**config.mk**
```make
export PLATFORM = sky130hd
export DESIGN_NAME = tps_top
export DESIGN_NICKNAME = d
export VERILOG_FILES = /design/src/verilog/tps_pkg.sv /design/src/verilog/tps_tx_if.sv /design/src/verilog/tps_latch_low.sv /design/src/verilog/tps_tx_pattern.sv /design/src/verilog/tps_top.sv
export SDC_FILE = /design/constraint.sdc
export NUM_CORES = 1
export LEC_CHECK = 0
export BUFFER_PORTS_ARGS = -buffer_cell sky130_fd_sc_hd__clkbuf_2
export CORE_MARGIN = 10
export CORE_UTILIZATION = 55
export CTS_CLUSTER_SIZE = 25
export DETAILED_ROUTE_END_ITERATION = 16
export GPL_TIMING_DRIVEN = 0
export PLACE_DENSITY = 0.75
export SYNTH_ARGS = -nofsm -noshare
export SYNTH_HDL_FRONTEND = slang
export SYNTH_SLANG_ARGS = --single-unit
export TNS_END_PERCENT = 30
```
**constraint.sdc**
```tcl
create_clock -name sys_clk -period 2.4 [get_ports sys_clk]
set_input_delay 0 -clock sys_clk [delete_from_list [all_inputs] [get_ports sys_clk]]
set_output_delay 0 -clock sys_clk [all_outputs]
set_load 0.005 [all_outputs]
```
**src/verilog/tps_pkg.sv**
```systemverilog
package tps_pkg;

	// ----------------------------------------
	// clock and timing
	// ----------------------------------------
	localparam int CLK_PERIOD_NS = 20;
	// soft reset pulse length seen by the datapath
	localparam int SOFT_RESET_NS = 320;
	localparam int SOFT_RESET_CYCLES = (SOFT_RESET_NS + CLK_PERIOD_NS - 1) / CLK_PERIOD_NS;
	localparam int RST_CNT_W = $clog2(SOFT_RESET_CYCLES + 1);

	// ----------------------------------------
	// management devices and register offsets
	// ----------------------------------------
	localparam logic [4:0] DEV_PMA = 5'h01;
	localparam logic [4:0] DEV_PCS = 5'h03;
	localparam logic [15:0] OFS_PCS_CONTROL_ONE = 16'h0000;
	localparam logic [15:0] OFS_PCS_STATUS_ONE = 16'h0001;
	localparam logic [15:0] OFS_TX_TEST_PATTERN_CONTROL = 16'h08f8;
	localparam logic [15:0] OFS_PMA_LINK_HEALTH = 16'h8302;
	localparam logic [15:0] OFS_NOISE_METRIC = 16'h830b;

	// ----------------------------------------
	// reset values
	// ----------------------------------------
	localparam logic [15:0] RST_PCS_CONTROL_ONE = 16'h0000;
	localparam logic [15:0] RST_PCS_STATUS_ONE = 16'h0002;
	localparam logic [15:0] RST_TX_TEST_PATTERN_CONTROL = 16'h0000;
	localparam logic [15:0] RST_PMA_LINK_HEALTH = 16'h0000;
	localparam logic [15:0] RST_NOISE_METRIC = 16'h0000;
	localparam logic [15:0] RST_MMD_ADDRESS = 16'h0000;

	// ----------------------------------------
	// field positions
	// ----------------------------------------
	localparam int CTL1_SOFT_RESET_BIT = 15;
	localparam int CTL1_LOOPBACK_BIT = 14;
	localparam int CTL1_POWER_DOWN_BIT = 11;
	localparam int TEST_SEL_HI = 15;
	localparam int TEST_SEL_LO = 13;
	localparam int LH_FAR_HELD_BIT = 9;
	localparam int LH_FAR_BIT = 8;
	localparam int LH_NEAR_HELD_BIT = 7;
	localparam int LH_NEAR_BIT = 6;
	localparam int LH_UNSCR_HELD_BIT = 5;
	localparam int LH_UNSCR_BIT = 4;
	localparam int LH_LINK_HELD_BIT = 1;
	localparam int LH_LINK_BIT = 0;
	localparam int LATCH_COUNT = 4;

	// ----------------------------------------
	// transmit test patterns and symbols
	// ----------------------------------------
	localparam logic [2:0] PAT_NORMAL = 3'h0;
	localparam logic [2:0] PAT_ALTERNATE = 3'h1;
	localparam logic [2:0] PAT_DROOP = 3'h2;
	localparam logic [2:0] PAT_IDLE_MASTER = 3'h3;
	localparam int DROOP_RUN = 10;
	localparam logic [1:0] SYM_ZERO = 2'h0;
	localparam logic [1:0] SYM_PLUS = 2'h1;
	localparam logic [1:0] SYM_MINUS = 2'h3;

	// ----------------------------------------
	// management frame
	// ----------------------------------------
	localparam int PREAMBLE_ONES = 32;
	localparam int HDR_BITS = 14;
	localparam int DATA_BITS = 16;
	localparam logic [1:0] FRAME_START = 2'h0;
	localparam logic [1:0] OP_ADDRESS = 2'h0;
	localparam logic [1:0] OP_WRITE = 2'h1;
	localparam logic [1:0] OP_READ_INC = 2'h2;

	typedef enum logic [1:0] {
		MD_PREAMBLE,
		MD_HEADER,
		MD_TURN,
		MD_DATA
	} tps_mdio_e;

endpackage

```
**src/verilog/tps_tx_if.sv**
```systemverilog
`timescale 1ns/1ps
`default_nettype none
interface tps_tx_if;
	logic [2:0] pattern_select;
	logic symbol_tick;
	logic [1:0] data_symbol;
	logic [1:0] tx_symbol;
	logic force_master;
	logic force_idle;

	modport gen (
		input pattern_select, symbol_tick, data_symbol,
		output tx_symbol, force_master, force_idle
	);
	modport ctl (
		output pattern_select, symbol_tick, data_symbol,
		input tx_symbol, force_master, force_idle
	);
endinterface
`default_nettype wire

```
**src/verilog/tps_latch_low.sv**
```systemverilog
`timescale 1ns/1ps
`default_nettype none
module tps_latch_low (
	// clock and reset
	input wire logic sys_clk,
	input wire logic sys_rst,
	// condition and read side effect
	input wire logic live,
	input wire logic clear,
	output logic held
);
	typedef struct packed {
		logic held;
	} tps_latch_s;

	tps_latch_s r;
	tps_latch_s next_r;

	// a drop in the clearing cycle still lands, since live is already low then
	always_comb begin
		next_r = r;
		if (clear) begin
			next_r.held = live; // RULE17
		end else begin
			next_r.held = r.held & live; // RULE16
		end
	end

	always_ff @(posedge sys_clk) begin
		if (sys_rst) begin
			r <= '0;
		end else begin
			r <= next_r;
		end
	end

	assign held = r.held;
endmodule
`default_nettype wire

```
**src/verilog/tps_tx_pattern.sv**
```systemverilog
`timescale 1ns/1ps
`default_nettype none
module tps_tx_pattern
	import tps_pkg::*;
(
	// clock and reset
	input wire logic sys_clk,
	input wire logic sys_rst,
	// pattern control and symbol stream
	tps_tx_if.gen tx
);
	typedef struct packed {
		logic [2:0] mode;
		logic [3:0] run;
		logic minus;
		logic [1:0] symbol;
	} tps_pattern_s;

	tps_pattern_s r;
	tps_pattern_s next_r;

	always_comb begin
		next_r = r;
		next_r.mode = tx.pattern_select;
		// restart each pattern cleanly when the selection changes
		if (tx.pattern_select != r.mode) begin
			next_r.run = '0;
			next_r.minus = 1'b0;
		end else if (tx.symbol_tick) begin
			case (r.mode)
				PAT_ALTERNATE: begin
					next_r.symbol = r.minus ? SYM_MINUS : SYM_PLUS; // RULE2
					next_r.minus = ~r.minus; // RULE2
				end
				PAT_DROOP: begin
					next_r.symbol = r.minus ? SYM_MINUS : SYM_PLUS; // RULE3
					if (r.run == 4'(DROOP_RUN - 1)) begin
						next_r.run = '0;
						next_r.minus = ~r.minus; // RULE3
					end else begin
						next_r.run = r.run + 4'h1;
					end
				end
				default: begin
					// normal, idle-as-master and reserved codes pass datapath symbols
					next_r.symbol = tx.data_symbol; // RULE1 RULE4
				end
			endcase
		end
	end

	always_ff @(posedge sys_clk) begin
		if (sys_rst) begin
			r <= '{mode: PAT_NORMAL, run: 4'h0, minus: 1'b0, symbol: SYM_ZERO};
		end else begin
			r <= next_r;
		end
	end

	assign tx.tx_symbol = r.symbol;
	assign tx.force_master = (r.mode == PAT_IDLE_MASTER); // RULE4
	assign tx.force_idle = (r.mode == PAT_IDLE_MASTER); // RULE4
endmodule
`default_nettype wire

```
**src/verilog/tps_top.sv**
```systemverilog
// Overview of operation
// RULE1: test pattern control resets to normal transmission
// RULE2: code 001 sends alternating plus, minus symbols
// RULE3: code 010 sends ten plus, ten minus
// RULE4: code 011 transmits idle as master
// RULE5: link health read clears latched-low bits
// RULE6: bit 8 far receiver, bit 9 held
// RULE7: bit 6 near receiver, bit 7 held
// RULE8: bit 4 unscramble lock, bit 5 held
// RULE9: bit 0 link up, bit 1 held
// RULE10: noise metric is read-only sixteen-bit value
// RULE11: host uses 0.64422 idle power reference
// RULE12: soft reset self-clears, shared with attachment
// RULE13: loopback bit returns transmit data to receive
// RULE14: power-down bit mirrors attachment power-down
// RULE15: status one reads 0x0002 only
// RULE16: held bit low after any drop
// RULE17: after clearing read, held follows live again
`timescale 1ns/1ps
`default_nettype none
module tps_top
	import tps_pkg::*;
#(
	parameter logic [4:0] PHY_ADDR = 5'h00
) (
	// clock and reset
	input wire logic sys_clk,
	input wire logic sys_rst,
	// management pins
	input wire logic mdc,
	input wire logic mdio_in,
	output logic mdio_out,
	output logic mdio_oe,
	// live link conditions
	input wire logic far_receiver_ok,
	input wire logic near_receiver_ok,
	input wire logic unscramble_lock_ok,
	input wire logic link_up_live,
	input wire logic [15:0] noise_metric_value,
	// attachment side control
	input wire logic attachment_soft_reset,
	input wire logic attachment_power_down_wr,
	input wire logic attachment_power_down,
	// datapath control
	output logic coding_sublayer_soft_reset,
	output logic coding_sublayer_loopback,
	output logic coding_sublayer_power_down,
	output logic [2:0] tx_pattern_select,
	// transmit symbols
	input wire logic symbol_tick,
	input wire logic [1:0] data_symbol,
	output logic [1:0] tx_symbol,
	output logic force_master,
	output logic force_idle
);
	// ----------------------------------------
	// state
	// ----------------------------------------
	typedef struct packed {
		logic [2:0] mdc_sync;
		logic [2:0] mdio_sync;
		logic mdc_lvl;
		logic mdio_lvl;
		tps_mdio_e state;
		logic [5:0] cnt;
		logic [13:0] hdr;
		logic [15:0] shift;
		logic ours;
		logic rd;
		logic pcs_dev;
		logic [1:0] op;
		logic [15:0] addr_pma;
		logic [15:0] addr_pcs;
		logic out;
		logic oe;
		logic [2:0] pattern;
		logic loopback;
		logic power_down;
		logic [RST_CNT_W-1:0] rst_cnt;
	} tps_top_s;

	tps_top_s r;
	tps_top_s next_r;

	logic mdc_rise;
	logic bit_in;
	logic link_read;
	logic soft_active;
	logic [15:0] word_in;
	logic [LATCH_COUNT-1:0] live_vec;
	logic [LATCH_COUNT-1:0] held_vec;
	logic [15:0] pcs_control_one;
	logic [15:0] pma_link_health;
	logic [15:0] tx_test_pattern_control;

	// ----------------------------------------
	// latched-low copies
	// ----------------------------------------
	assign live_vec = {far_receiver_ok, near_receiver_ok, unscramble_lock_ok, link_up_live};

	generate
		for (genvar i = 0; i < LATCH_COUNT; i++) begin : g_held
			tps_latch_low u_held (
				.sys_clk(sys_clk),
				.sys_rst(sys_rst),
				.live(live_vec[i]),
				.clear(link_read | soft_active), // RULE5
				.held(held_vec[i])
			);
		end
	endgenerate

	// ----------------------------------------
	// register images
	// ----------------------------------------
	assign soft_active = (r.rst_cnt != '0);

	always_comb begin
		pcs_control_one = RST_PCS_CONTROL_ONE;
		pcs_control_one[CTL1_SOFT_RESET_BIT] = soft_active; // RULE12
		pcs_control_one[CTL1_LOOPBACK_BIT] = r.loopback;
		pcs_control_one[CTL1_POWER_DOWN_BIT] = r.power_down; // RULE14
		tx_test_pattern_control = RST_TX_TEST_PATTERN_CONTROL;
		tx_test_pattern_control[TEST_SEL_HI:TEST_SEL_LO] = r.pattern;
		pma_link_health = RST_PMA_LINK_HEALTH;
		pma_link_health[LH_FAR_HELD_BIT] = held_vec[3]; // RULE6
		pma_link_health[LH_FAR_BIT] = far_receiver_ok; // RULE6
		pma_link_health[LH_NEAR_HELD_BIT] = held_vec[2]; // RULE7
		pma_link_health[LH_NEAR_BIT] = near_receiver_ok; // RULE7
		pma_link_health[LH_UNSCR_HELD_BIT] = held_vec[1]; // RULE8
		pma_link_health[LH_UNSCR_BIT] = unscramble_lock_ok; // RULE8
		pma_link_health[LH_LINK_HELD_BIT] = held_vec[0]; // RULE9
		pma_link_health[LH_LINK_BIT] = link_up_live; // RULE9
	end

	function automatic logic [15:0] read_word(
		input logic pcs_dev,
		input logic [15:0] a,
		input logic [15:0] ctl1,
		input logic [15:0] test_ctl,
		input logic [15:0] health,
		input logic [15:0] noise
	);
		logic [15:0] w;
		w = 16'h0000;
		if (pcs_dev && a == OFS_PCS_CONTROL_ONE) begin
			w = ctl1;
		end else if (pcs_dev && a == OFS_PCS_STATUS_ONE) begin
			w = RST_PCS_STATUS_ONE; // RULE15
		end else if (!pcs_dev && a == OFS_TX_TEST_PATTERN_CONTROL) begin
			w = test_ctl;
		end else if (!pcs_dev && a == OFS_PMA_LINK_HEALTH) begin
			w = health;
		end else if (!pcs_dev && a == OFS_NOISE_METRIC) begin
			w = noise; // RULE10
		end
		return w;
	endfunction

	// ----------------------------------------
	// management frame engine
	// ----------------------------------------
	always_comb begin
		logic [13:0] h;
		logic [15:0] a;
		logic hit;
		logic start_reset;
		h = '0;
		a = '0;
		hit = 1'b0;
		start_reset = attachment_soft_reset; // RULE12
		next_r = r;
		link_read = 1'b0;
		// first stage feeds only the second; a change counts once stages two and three agree
		next_r.mdc_sync = {r.mdc_sync[1:0], mdc};
		next_r.mdio_sync = {r.mdio_sync[1:0], mdio_in};
		if (r.mdc_sync[1] == r.mdc_sync[2]) begin
			next_r.mdc_lvl = r.mdc_sync[2];
		end
		if (r.mdio_sync[1] == r.mdio_sync[2]) begin
			next_r.mdio_lvl = r.mdio_sync[2];
		end
		mdc_rise = next_r.mdc_lvl & ~r.mdc_lvl;
		bit_in = next_r.mdio_lvl;
		word_in = {r.shift[14:0], bit_in};
		if (mdc_rise) begin
			case (r.state)
				MD_PREAMBLE: begin
					if (bit_in) begin
						if (r.cnt != 6'(PREAMBLE_ONES)) begin
							next_r.cnt = r.cnt + 6'h01;
						end
					end else if (r.cnt == 6'(PREAMBLE_ONES)) begin
						next_r.state = MD_HEADER;
						next_r.hdr = '0;
						next_r.cnt = 6'h01;
					end else begin
						next_r.cnt = '0;
					end
				end
				MD_HEADER: begin
					h = {r.hdr[12:0], bit_in};
					next_r.hdr = h;
					next_r.cnt = r.cnt + 6'h01;
					if (r.cnt == 6'(HDR_BITS - 1)) begin
						next_r.state = MD_TURN;
						next_r.cnt = '0;
						next_r.op = h[11:10];
						next_r.rd = h[11];
						next_r.pcs_dev = (h[4:0] == DEV_PCS);
						hit = (h[13:12] == FRAME_START) && (h[9:5] == PHY_ADDR)
							&& (h[4:0] == DEV_PMA || h[4:0] == DEV_PCS);
						next_r.ours = hit;
						a = (h[4:0] == DEV_PCS) ? r.addr_pcs : r.addr_pma;
						if (hit && h[11]) begin
							next_r.shift = read_word(h[4:0] == DEV_PCS, a, pcs_control_one,
								tx_test_pattern_control, pma_link_health, noise_metric_value);
							link_read = (h[4:0] == DEV_PMA) && (a == OFS_PMA_LINK_HEALTH); // RULE5
							if (h[11:10] == OP_READ_INC) begin
								if (h[4:0] == DEV_PCS) begin
									next_r.addr_pcs = r.addr_pcs + 16'h0001;
								end else begin
									next_r.addr_pma = r.addr_pma + 16'h0001;
								end
							end
						end
					end
				end
				MD_TURN: begin
					if (r.cnt == '0) begin
						next_r.cnt = 6'h01;
						if (r.ours && r.rd) begin
							next_r.oe = 1'b1;
							next_r.out = 1'b0;
						end
					end else begin
						next_r.state = MD_DATA;
						next_r.cnt = '0;
						if (r.ours && r.rd) begin
							next_r.out = r.shift[15];
							next_r.shift = {r.shift[14:0], 1'b0};
						end
					end
				end
				MD_DATA: begin
					next_r.cnt = r.cnt + 6'h01;
					if (r.rd) begin
						next_r.out = r.shift[15];
						next_r.shift = {r.shift[14:0], 1'b0};
					end else begin
						next_r.shift = word_in;
					end
					if (r.cnt == 6'(DATA_BITS - 1)) begin
						next_r.state = MD_PREAMBLE;
						next_r.cnt = '0;
						next_r.oe = 1'b0;
						next_r.out = 1'b0;
						if (r.ours && r.op == OP_ADDRESS) begin
							if (r.pcs_dev) begin
								next_r.addr_pcs = word_in;
							end else begin
								next_r.addr_pma = word_in;
							end
						end else if (r.ours && r.op == OP_WRITE) begin
							a = r.pcs_dev ? r.addr_pcs : r.addr_pma;
							// read-only and unmapped words swallow writes
							if (r.pcs_dev && a == OFS_PCS_CONTROL_ONE) begin
								next_r.loopback = word_in[CTL1_LOOPBACK_BIT]; // RULE13
								next_r.power_down = word_in[CTL1_POWER_DOWN_BIT]; // RULE14
								start_reset = start_reset | word_in[CTL1_SOFT_RESET_BIT]; // RULE12
							end else if (!r.pcs_dev && a == OFS_TX_TEST_PATTERN_CONTROL) begin
								next_r.pattern = word_in[TEST_SEL_HI:TEST_SEL_LO];
							end
						end
					end
				end
				default: begin
					next_r.state = MD_PREAMBLE;
				end
			endcase
		end
		if (attachment_power_down_wr) begin
			next_r.power_down = attachment_power_down; // RULE14
		end
		// soft reset holds the control fields at their defaults, then releases on its own
		if (start_reset) begin
			next_r.rst_cnt = RST_CNT_W'(SOFT_RESET_CYCLES); // RULE12
		end else if (soft_active) begin
			next_r.rst_cnt = r.rst_cnt - {{(RST_CNT_W-1){1'b0}}, 1'b1}; // RULE12
		end
		if (start_reset || soft_active) begin
			next_r.pattern = RST_TX_TEST_PATTERN_CONTROL[TEST_SEL_HI:TEST_SEL_LO]; // RULE1
			next_r.loopback = RST_PCS_CONTROL_ONE[CTL1_LOOPBACK_BIT];
			next_r.power_down = RST_PCS_CONTROL_ONE[CTL1_POWER_DOWN_BIT];
		end
	end

	always_ff @(posedge sys_clk) begin
		if (sys_rst) begin
			r <= '{mdc_sync: 3'h0, mdio_sync: 3'h0, mdc_lvl: 1'b0, mdio_lvl: 1'b0,
				state: MD_PREAMBLE, cnt: 6'h00, hdr: 14'h0000, shift: 16'h0000,
				ours: 1'b0, rd: 1'b0, pcs_dev: 1'b0, op: 2'h0,
				addr_pma: RST_MMD_ADDRESS, addr_pcs: RST_MMD_ADDRESS, out: 1'b0, oe: 1'b0,
				pattern: RST_TX_TEST_PATTERN_CONTROL[TEST_SEL_HI:TEST_SEL_LO], // RULE1
				loopback: 1'b0, power_down: 1'b0, rst_cnt: '0};
		end else begin
			r <= next_r;
		end
	end

	// ----------------------------------------
	// transmit test pattern path
	// ----------------------------------------
	tps_tx_if tx_link ();

	assign tx_link.pattern_select = r.pattern;
	assign tx_link.symbol_tick = symbol_tick;
	assign tx_link.data_symbol = data_symbol;

	tps_tx_pattern u_pattern (
		.sys_clk(sys_clk),
		.sys_rst(sys_rst),
		.tx(tx_link.gen)
	);

	// ----------------------------------------
	// outputs
	// ----------------------------------------
	assign mdio_out = r.out;
	assign mdio_oe = r.oe;
	assign coding_sublayer_soft_reset = soft_active;
	assign coding_sublayer_loopback = r.loopback; // RULE13
	assign coding_sublayer_power_down = r.power_down;
	assign tx_pattern_select = r.pattern;
	assign tx_symbol = tx_link.tx_symbol;
	assign force_master = tx_link.force_master;
	assign force_idle = tx_link.force_idle;
endmodule
`default_nettype wire

```
# Word-level counts from Yosys, hierarchy flattened
# Cells that the tools add are included.
# W data, S select, Z words.
[op_classes]
addsub = 5
n_eq_ne = 41
n_mux = 72
bitwise = 12
reduce_logical = 56
[op_table]
columns = ["op", "count"]
rows = [
  ["$mux W16", 14],
  ["$mux W32", 3],
  ["$pmux W32 S2", 1],
  ["$mux W53", 1],
  ["$pmux W16 S3", 1],
  ["$mux W39", 1],
  ["$add A16 B1 Y16 const B", 2],
  ["$eq A16 B12 Y1 const B", 2],
  ["$eq A16 B16 Y1 const B", 2],
  ["$logic_not A16 Y1", 2],
  ["$pmux W8 S4", 1],
  ["$ne A2 B2 Y1 const B", 15],
  ["$mux W1", 27],
  ["$mux W13", 2],
  ["$pmux W13 S2", 1],
  ["$reduce_and A6 Y1", 4],
  ["$mux W5", 4],
  ["$reduce_bool A2 Y1", 10],
  ["$reduce_and A9 Y1", 2],
  ["$eq A16 B1 Y1 const B", 1],
  ["$mux W8", 2],
  ["$logic_and A1 B1 Y1", 14],
  ["$mux W2", 7],
  ["$eq A6 B4 Y1 const B", 2],
  ["37 further kinds", 65],
]
[totals]
regBits = 108
out_inout_bits = 12
elab_cells = 215

# Depth between registers and ports, before layout
# Gate-level depths: netlist of run 1.
[logic_depth]
ltp_word = 14
depth_mapped = 8
mapped_depth_nobuf = 8

# Cells and area by module
# Synthesis of run 1 repeated with hierarchy kept, for this count alone.
[hier_totals]
cells_unflattened = 719
hier_area_um2 = 5814.3
[by_module_without_submodules]
columns = ["mod", "instances", "cells_each", "area_per_inst_um2", "seq_area_each_um2"]
rows = [
  ["tps_top", 1, 653, 5170.0, 1861.8],
  ["tps_tx_pattern", 1, 54, 499.2, 200.2],
  ["tps_latch_low", 4, 3, 36.3, 20.0],
]

# Worst setup path after synthesis of run 1
# OpenSTA, ideal clock, no wires.
[synth_path]
path_kind = "reg-to-reg"
start = "register r[79] (netlist bit)"
end = "register r[43] (netlist bit)"
setup_ns = 0.131
t_arrival_ns = 1.980
required_time_ns = 2.269
path_slack_ns = 0.290
path_stages_with_launch = 8
n_path_buf = 1
period_less_slack_ns = 2.110
path_cell_list = "dfxtp_1 ha_1 mux2i_1 or4_1 or3_4 buf_6 o21ai_2 a21oi_2"
[synth_via]
elab_chain_len = 3
[synth_lines]
columns = ["element", "line", "rtl"]
rows = [
  ["start: declaration", "tps_top.sv:82", "tps_top_s r;"],
  ["start signal: assignment", "tps_top.sv:300", "r <= '{mdc_sync: 3'h0, mdio_sync: 3'h0, mdc_lvl: 1'b0, mdio_lvl: 1'b0,"],
  ["start signal: assignment", "tps_top.sv:307", "r <= next_r;"],
  ["$eq A6 B4 Y1 (on tied branches)", "tps_top.sv:253, tps_top.sv:205", ""],
  ["$ne A2 B2 Y1 (no line)", "n/a", ""],
  ["$reduce_and A9 Y1 (no line) (*)", "n/a", ""],
]
# Mark *: on every way between the ends. The rest lies on a longest branch, timed or not.
# A chain may end at the register's enable or synchronous reset.

# Worst setup path after layout of run 1
[layout_path]
start = "register r[82] (netlist bit)"
end = "register r[50] (netlist bit)"
[layout_via]
elab_chain_len = 3
[layout_lines]
columns = ["element", "line"]
rows = [
  ["$eq A6 B4 Y1 / $logic_not A6 Y1 (equally long branches)", "tps_top.sv:205, tps_top.sv:230"],
  ["$ne A2 B2 Y1 (no line)", "n/a"],
  ["$reduce_and A6 Y1 (no line) (*)", "n/a"],
]
# Marked as above.

==> metrics.cfg, run 1 <==
[status]
outcome = finished with violations
violations = setup timing

[routing]
wirelength_um = 18270
vias_per_cell = 6.449
drc_errors = 0
drt-pass1-iter-count = 5
final_antenna_net_count = 0
vias = 5933
post_drt_wl_per_cell_um = 19.86
initialDrtViolationCount = 780

[sta]
rsz0062_at_grt = true
hold-worst-slack_ps = 5.211
tightest_slew_ps = 1103
skew_ps = 11.83
slew_headroom_pct = 25.81
fmax_mhz = 414.2
post-route-period-util_pct = 100.6
finalSetupViolations = 2
maxSlewViolCount = 0
min_period_ps = 2414
worst_slack_ps = -14.32
hold_violations = 0

[final_layout]
most-common-layout-cells = 103 x dfxtp_1, 76 x nand2_1, 73 x nor2_1, 52 x a21oi_1, 46 x clkbuf_2
syn2layout_area_growth_pct = 15.30
nets = 815
final_common_cell = dfxtp_1
diodes = 0
final_util_pct = 64.96
drive_above_1_share_pct = 15.56

[pwr]
powerDensity_mw_per_mm2 = 501.3
leakage_nw = 2.528
vdd_drop_max_mv = 0.5673
total_power_mw = 3.347

[worst_setup_path]
worstSetupPathType = flip-flop to flip-flop
crit_path_max_incr_delay_ps = 920
cp_cell_sequence = nand2_1, nor4_1, o2111a_2, a21oi_1, a21oi_1
worst-path-max-fanout = 8
cp_slowest_cell = nor4_1
rrSetupSlack_ps = -10
critPathTopFamily = simple AND/OR/NAND/NOR gates
cp.required_ps = 2730
path_common_cell = a21oi_1
critPathBufInv = 0
worstSetupStartpointType = flip-flop
end_kind = flip-flop
cp_data_arrival_time_ps = 2740

[logic_synthesis]
avgSynthCellArea_um2 = 8.156
ys_types = 73
synth_area_mm2 = 0.005791
syn_inst = 710
ys_warn_count = 0
synth.yosys.seq_area_share_pct = 36.99
synth_edf_count = 0
synthArstFlopShare_pct = 0
synth_nets = 746
ys_ff_latch = 107
ys.flop_type = dfxtp_1

[clocking]
clk_latency_ps = 390
numCtsBuffers = 9
clock-sinks = 107
ctsHtreeMaxLevel = 3
cts_tree = done
path_clk_slew_ps = 100
clockBufferDepth = 2
cts_root_buf = clkbuf_8

[grt]
grt.total_usage_pct = 23.92
grt_pass1_vias = 5571
grt_pass1_wl_um = 28810
overflow = 0
antenna_found_initial = 0
grt_max_degree = 17

[place]
dp_slack_ps = -89.66
place.gp.congestion = 0.9829
port-buffer-count = 41
hpwlAfterDp_um = 13260

[floorplan]
die-area_mm2 = 0.01503
ioPinCount = 42
rows = 37
die_width_um = 122.6
die_h_um = 122.6
initial_core_util_pct = 56.34
core-area_mm2 = 0.01028

[flow_run]
cap_viol_max_count = 0

[min_path]
hp-class = primary input to flip-flop

cells by family (layout without fill, tap and decap cells):
group,count (synthesis),count (layout),synth area share [%]
simple gates,302,302,27.51
xor+xnor,15,15,2.269
compound gates,204,204,24.40
fa+ha+maj,7,7,1.491
flops,107,107,36.99
buf+inv,61,135,4.905
mux,14,14,2.442
final cells by class:
| class | instances | area [µm²] |
|---|---|---|
| clock buffer | 13 | 168.9 |
| timing repair buffer | 59 | 380.4 |
| tap | 136 | 170.2 |
| multi-input combinational | 542 | 3450 |
| sequential | 107 | 2147 |
| buffer | 45 | 235.2 |
| clock inverter | 3 | 68.82 |
| inverter | 15 | 56.30 |
| fill | 889 | 3601 |
sequential cells by signal, summed over array words and instances (netlist names), named ones only:
signal,cells
u_pattern.r,8
u_pattern.tx.tx_symbol,2
next_r,4
g_held.u_held.held,4
coding_sublayer_power_down,1
r,81
mdio_oe,1
mdio_out,1
coding_sublayer_loopback,1
tx_pattern_select,3
report_power, final:
part	internal, mW	switching, mW
sequential	1.80	0.0153
clock	0.677	0.641
combinational	0.0950	0.122
total	2.57	0.778
metrics by stage:
| step | TNS [ps] | cell area, µm² | cells |
|---|---|---|---|
| after floorplan | 0 | 5791 | 710 |
| after global placement | -1111 | 6166 | 887 |
| after detailed placement | -1106 | 6166 | 887 |
| after CTS | 0 | 6590 | 918 |
| after global routing | -1089 | 6676 | 920 |
| final | -17.47 | 6676 | 920 |
path summary, 6_finish.rpt:
check                             start         end  depth (start not counted)
setup / recovery                  r[82]       r[50]                          5
hold / removal    noise_metric_value[6]       r[55]                          4
setup reg to reg                  r[82]       r[50]                          5
hold reg to reg              next_r[93]  next_r[94]                          1
cells in the mapped netlist, types with 3 or more instances:
library cell    n  area [µm²]
nand2b_1        7       43.79
nand3_1        27       135.1
nor2_1         73       274.0
nand4b_1        3       26.28
o31ai_1        15       112.6
inv_1          15       56.30
a22o_1         22       192.7
nand2_1        76       285.3
o211a_1         5       50.05
ha_1            6       75.07
o21ai_1         9       45.04
xnor2_1         6       52.55
a32o_1          9       90.09
nor3_1         27       135.1
a22oi_1         5       37.54
a221oi_1        8       70.07
a211oi_1       14       105.1
or3_1           5       31.28
a31oi_1         8       50.05
nand4_1         8       50.05
a31o_2          4       35.03
buf_4           8       60.06
nor2b_1        13       81.33
mux2i_1        13       130.1
or4_1           3       22.52
nor4_1         14       87.58
clkbuf_1       27       101.4
o21ai_0        31       155.2
and2_1          8       50.05
xor2_1          9       78.83
a21oi_1        53       265.3
and3_1          9       56.30
buf_2           8       40.04
dfxtp_1       107        2142
nor3b_1         3       22.52
nor4b_1         3       26.28
repair_timing:
item                                   CTS  global route
resized for setup                        7            24
setup endpoints to repair               26            59
endpoints found under the hold margin   18             0
pin swaps                                0             4
hold buffers                            16             0
setup buffers                            0             2
tightest hold or removal path, cell delays in order:
cell and delay [ps]:
clkbuf_2 80, a22o_1 120, a221oi_1 70, nor2_1 90
layer usage:
layer / routed length, µm / up-vias / part of all wire, % / track usage, %
li1: - / 2762 / - / -
met1: 7896 / 2824 / 43 / 32.11
met2: 8141 / 297 / 45 / 37.11
met3: 1786 / 50 / 9.8 / 6.152
met4: 446 / 0 / 2.4 / 7.069
met5: 0 / - / 0 / 0
Power figures use the tool's default switching activity.
==> run 2, diff against run 1 <==
--- a/config.mk
+++ b/config.mk
@@ -7,11 +7,11 @@
 export LEC_CHECK = 0
 export BUFFER_PORTS_ARGS = -buffer_cell sky130_fd_sc_hd__clkbuf_2
 export CORE_MARGIN = 10
-export CORE_UTILIZATION = 55
+export CORE_UTILIZATION = 45
 export CTS_CLUSTER_SIZE = 25
 export DETAILED_ROUTE_END_ITERATION = 16
 export GPL_TIMING_DRIVEN = 0
-export PLACE_DENSITY = 0.75
+export PLACE_DENSITY = 0.63
 export SYNTH_ARGS = -nofsm -noshare
 export SYNTH_HDL_FRONTEND = slang
 export SYNTH_SLANG_ARGS = --single-unit
==> metrics.cfg, run 2 (same netlist as run 1, synthesis figures left out) <==
[clocking]
clock-sinks = 107
numCtsBuffers = 9
path_clk_slew_ps = 80
clk_latency_ps = 370
ctsHtreeMaxLevel = 3
cts_root_buf = clkbuf_16
cts_tree = done
clockBufferDepth = 2

[worst_setup_path]
cp_data_arrival_time_ps = 2690
cp_cell_sequence = and4bb_1, and2_1, nand4b_1, o41ai_4, buf_4, o211a_1
end_kind = flip-flop
worstSetupPathType = flip-flop to flip-flop
worst-path-max-fanout = 6
cp.required_ps = 2720
cp_slowest_cell = dfxtp_1
worstSetupStartpointType = flip-flop
rrSetupSlack_ps = 30
crit_path_max_incr_delay_ps = 550

[min_path]
hp-class = primary input to flip-flop

[routing]
initialDrtViolationCount = 687
vias_per_cell = 6.094
post_drt_wl_per_cell_um = 19.52
wirelength_um = 18780
drc_errors = 0
drt-pass1-iter-count = 5
vias = 5862
final_antenna_net_count = 0

[final_layout]
drive_above_1_share_pct = 15.82
nets = 821
top_register = r
largest_reg_flops = 81
final_util_pct = 53.99
top_regs = r: 81 flops, u_pattern.r: 8 flops
final_common_cell = dfxtp_1
fin_cells = 962
stdcell_area_mm2 = 0.006813
most-common-layout-cells = 106 x dfxtp_1, 75 x nand2_1, 73 x nor2_1, 53 x a21oi_1, 44 x clkbuf_2
diodes = 0
syn2layout_area_growth_pct = 17.65

[place]
dp_cells = 923
port-buffer-count = 41
hpwlAfterDp_um = 13700
placed_cell_area_mm2 = 0.006211
place.gp.congestion = 0.9986
dp_slack_ps = -301.6

[pwr]
powerDensity_mw_per_mm2 = 507.7
total_power_mw = 3.459
leakage_nw = 2.565
vdd_drop_max_mv = 0.4835

[grt]
grt.total_usage_pct = 20.46
grt_pass1_vias = 5593
antenna_found_initial = 0
overflow = 0
grt_pass1_wl_um = 29500
grt_max_degree = 18

[sta]
finalSetupViolations = 0
skew_ps = 10.77
maxSlewViolCount = 0
fmax_mhz = 421.2
hold_violations = 0
setup_tns_ps = 0
tightest_slew_ps = 781.4
worst_slack_ps = 25.86
min_period_ps = 2374
post-route-period-util_pct = 98.92
rsz0062_at_grt = true
hold-worst-slack_ps = 13.92
slew_headroom_pct = 47.91

[floorplan]
die_width_um = 133.4
ioPinCount = 42
initial_core_util_pct = 45.89
core-area_mm2 = 0.01262
die_h_um = 133.4
die-area_mm2 = 0.01780
rows = 41

[flow_run]
cap_viol_max_count = 0

[status]
outcome = finished clean

==> run 2: cell count changes in the layout (fill, tap and decap cells not counted), sizes merged <==
cell      delta
clkinvlp     +1
bufinv       -2
clkinv       +3
buf          +7
inv          +1
clkbuf       -4
==> run 2: cell type report <==
cell class                      count  area [µm²]
Buffer                             45       230.2
Clock buffer                       10       229.0
Clock inverter                      6       40.04
Fill cell                        1222        5807
Inverter                           15       56.30
Multi-Input combinational cell    542        3461
Sequential cell                   107        2143
Tap cell                          172       215.2
Timing Repair Buffer               65       437.9
==> run 2: worst max-delay path: cells and delay by family, from the launching register on <==
kind | cells | cell delay, ps
flip-flops | 1 | 550
AO/OA/AOI/OAI | 2 | 580
buffers and inverters | 1 | 200
AND/OR/NAND/NOR | 3 | 1000
==> run 2: power by group <==
part / switching, mW / internal, mW
combinational: 0.121 / 0.100
clock: 0.721 / 0.705
sequential: 0.0144 / 1.80
total: 0.856 / 2.60
==> run 2: worst paths after layout <==
kind / startpoint / cells past startpoint / end
setup reg to reg: r[81] / 6 / g_held[3].u_held.held
hold / removal: symbol_tick / 4 / u_pattern.tx.tx_symbol[1]
hold reg to reg: next_r[90] / 1 / next_r[91]
setup / recovery: r[81] / 6 / g_held[3].u_held.held
==> run 2: per-layer routing <==
layer	track usage (%)	wire, µm	vias up
li1	-	-	2769
met1	26.92	8318	2769
met2	31.22	8346	292
met3	6.429	1801	32
met4	6.288	315	0
met5	0	0	-
==> run 2: timing repair <==
item | CTS | global route
setup buffers | 0 | 8
pin swaps | 1 | 4
gates resized for setup | 7 | 17
endpoints found under the hold margin | 14 | 0
endpoints found under the setup margin | 42 | 53
hold buffers | 16 | 0
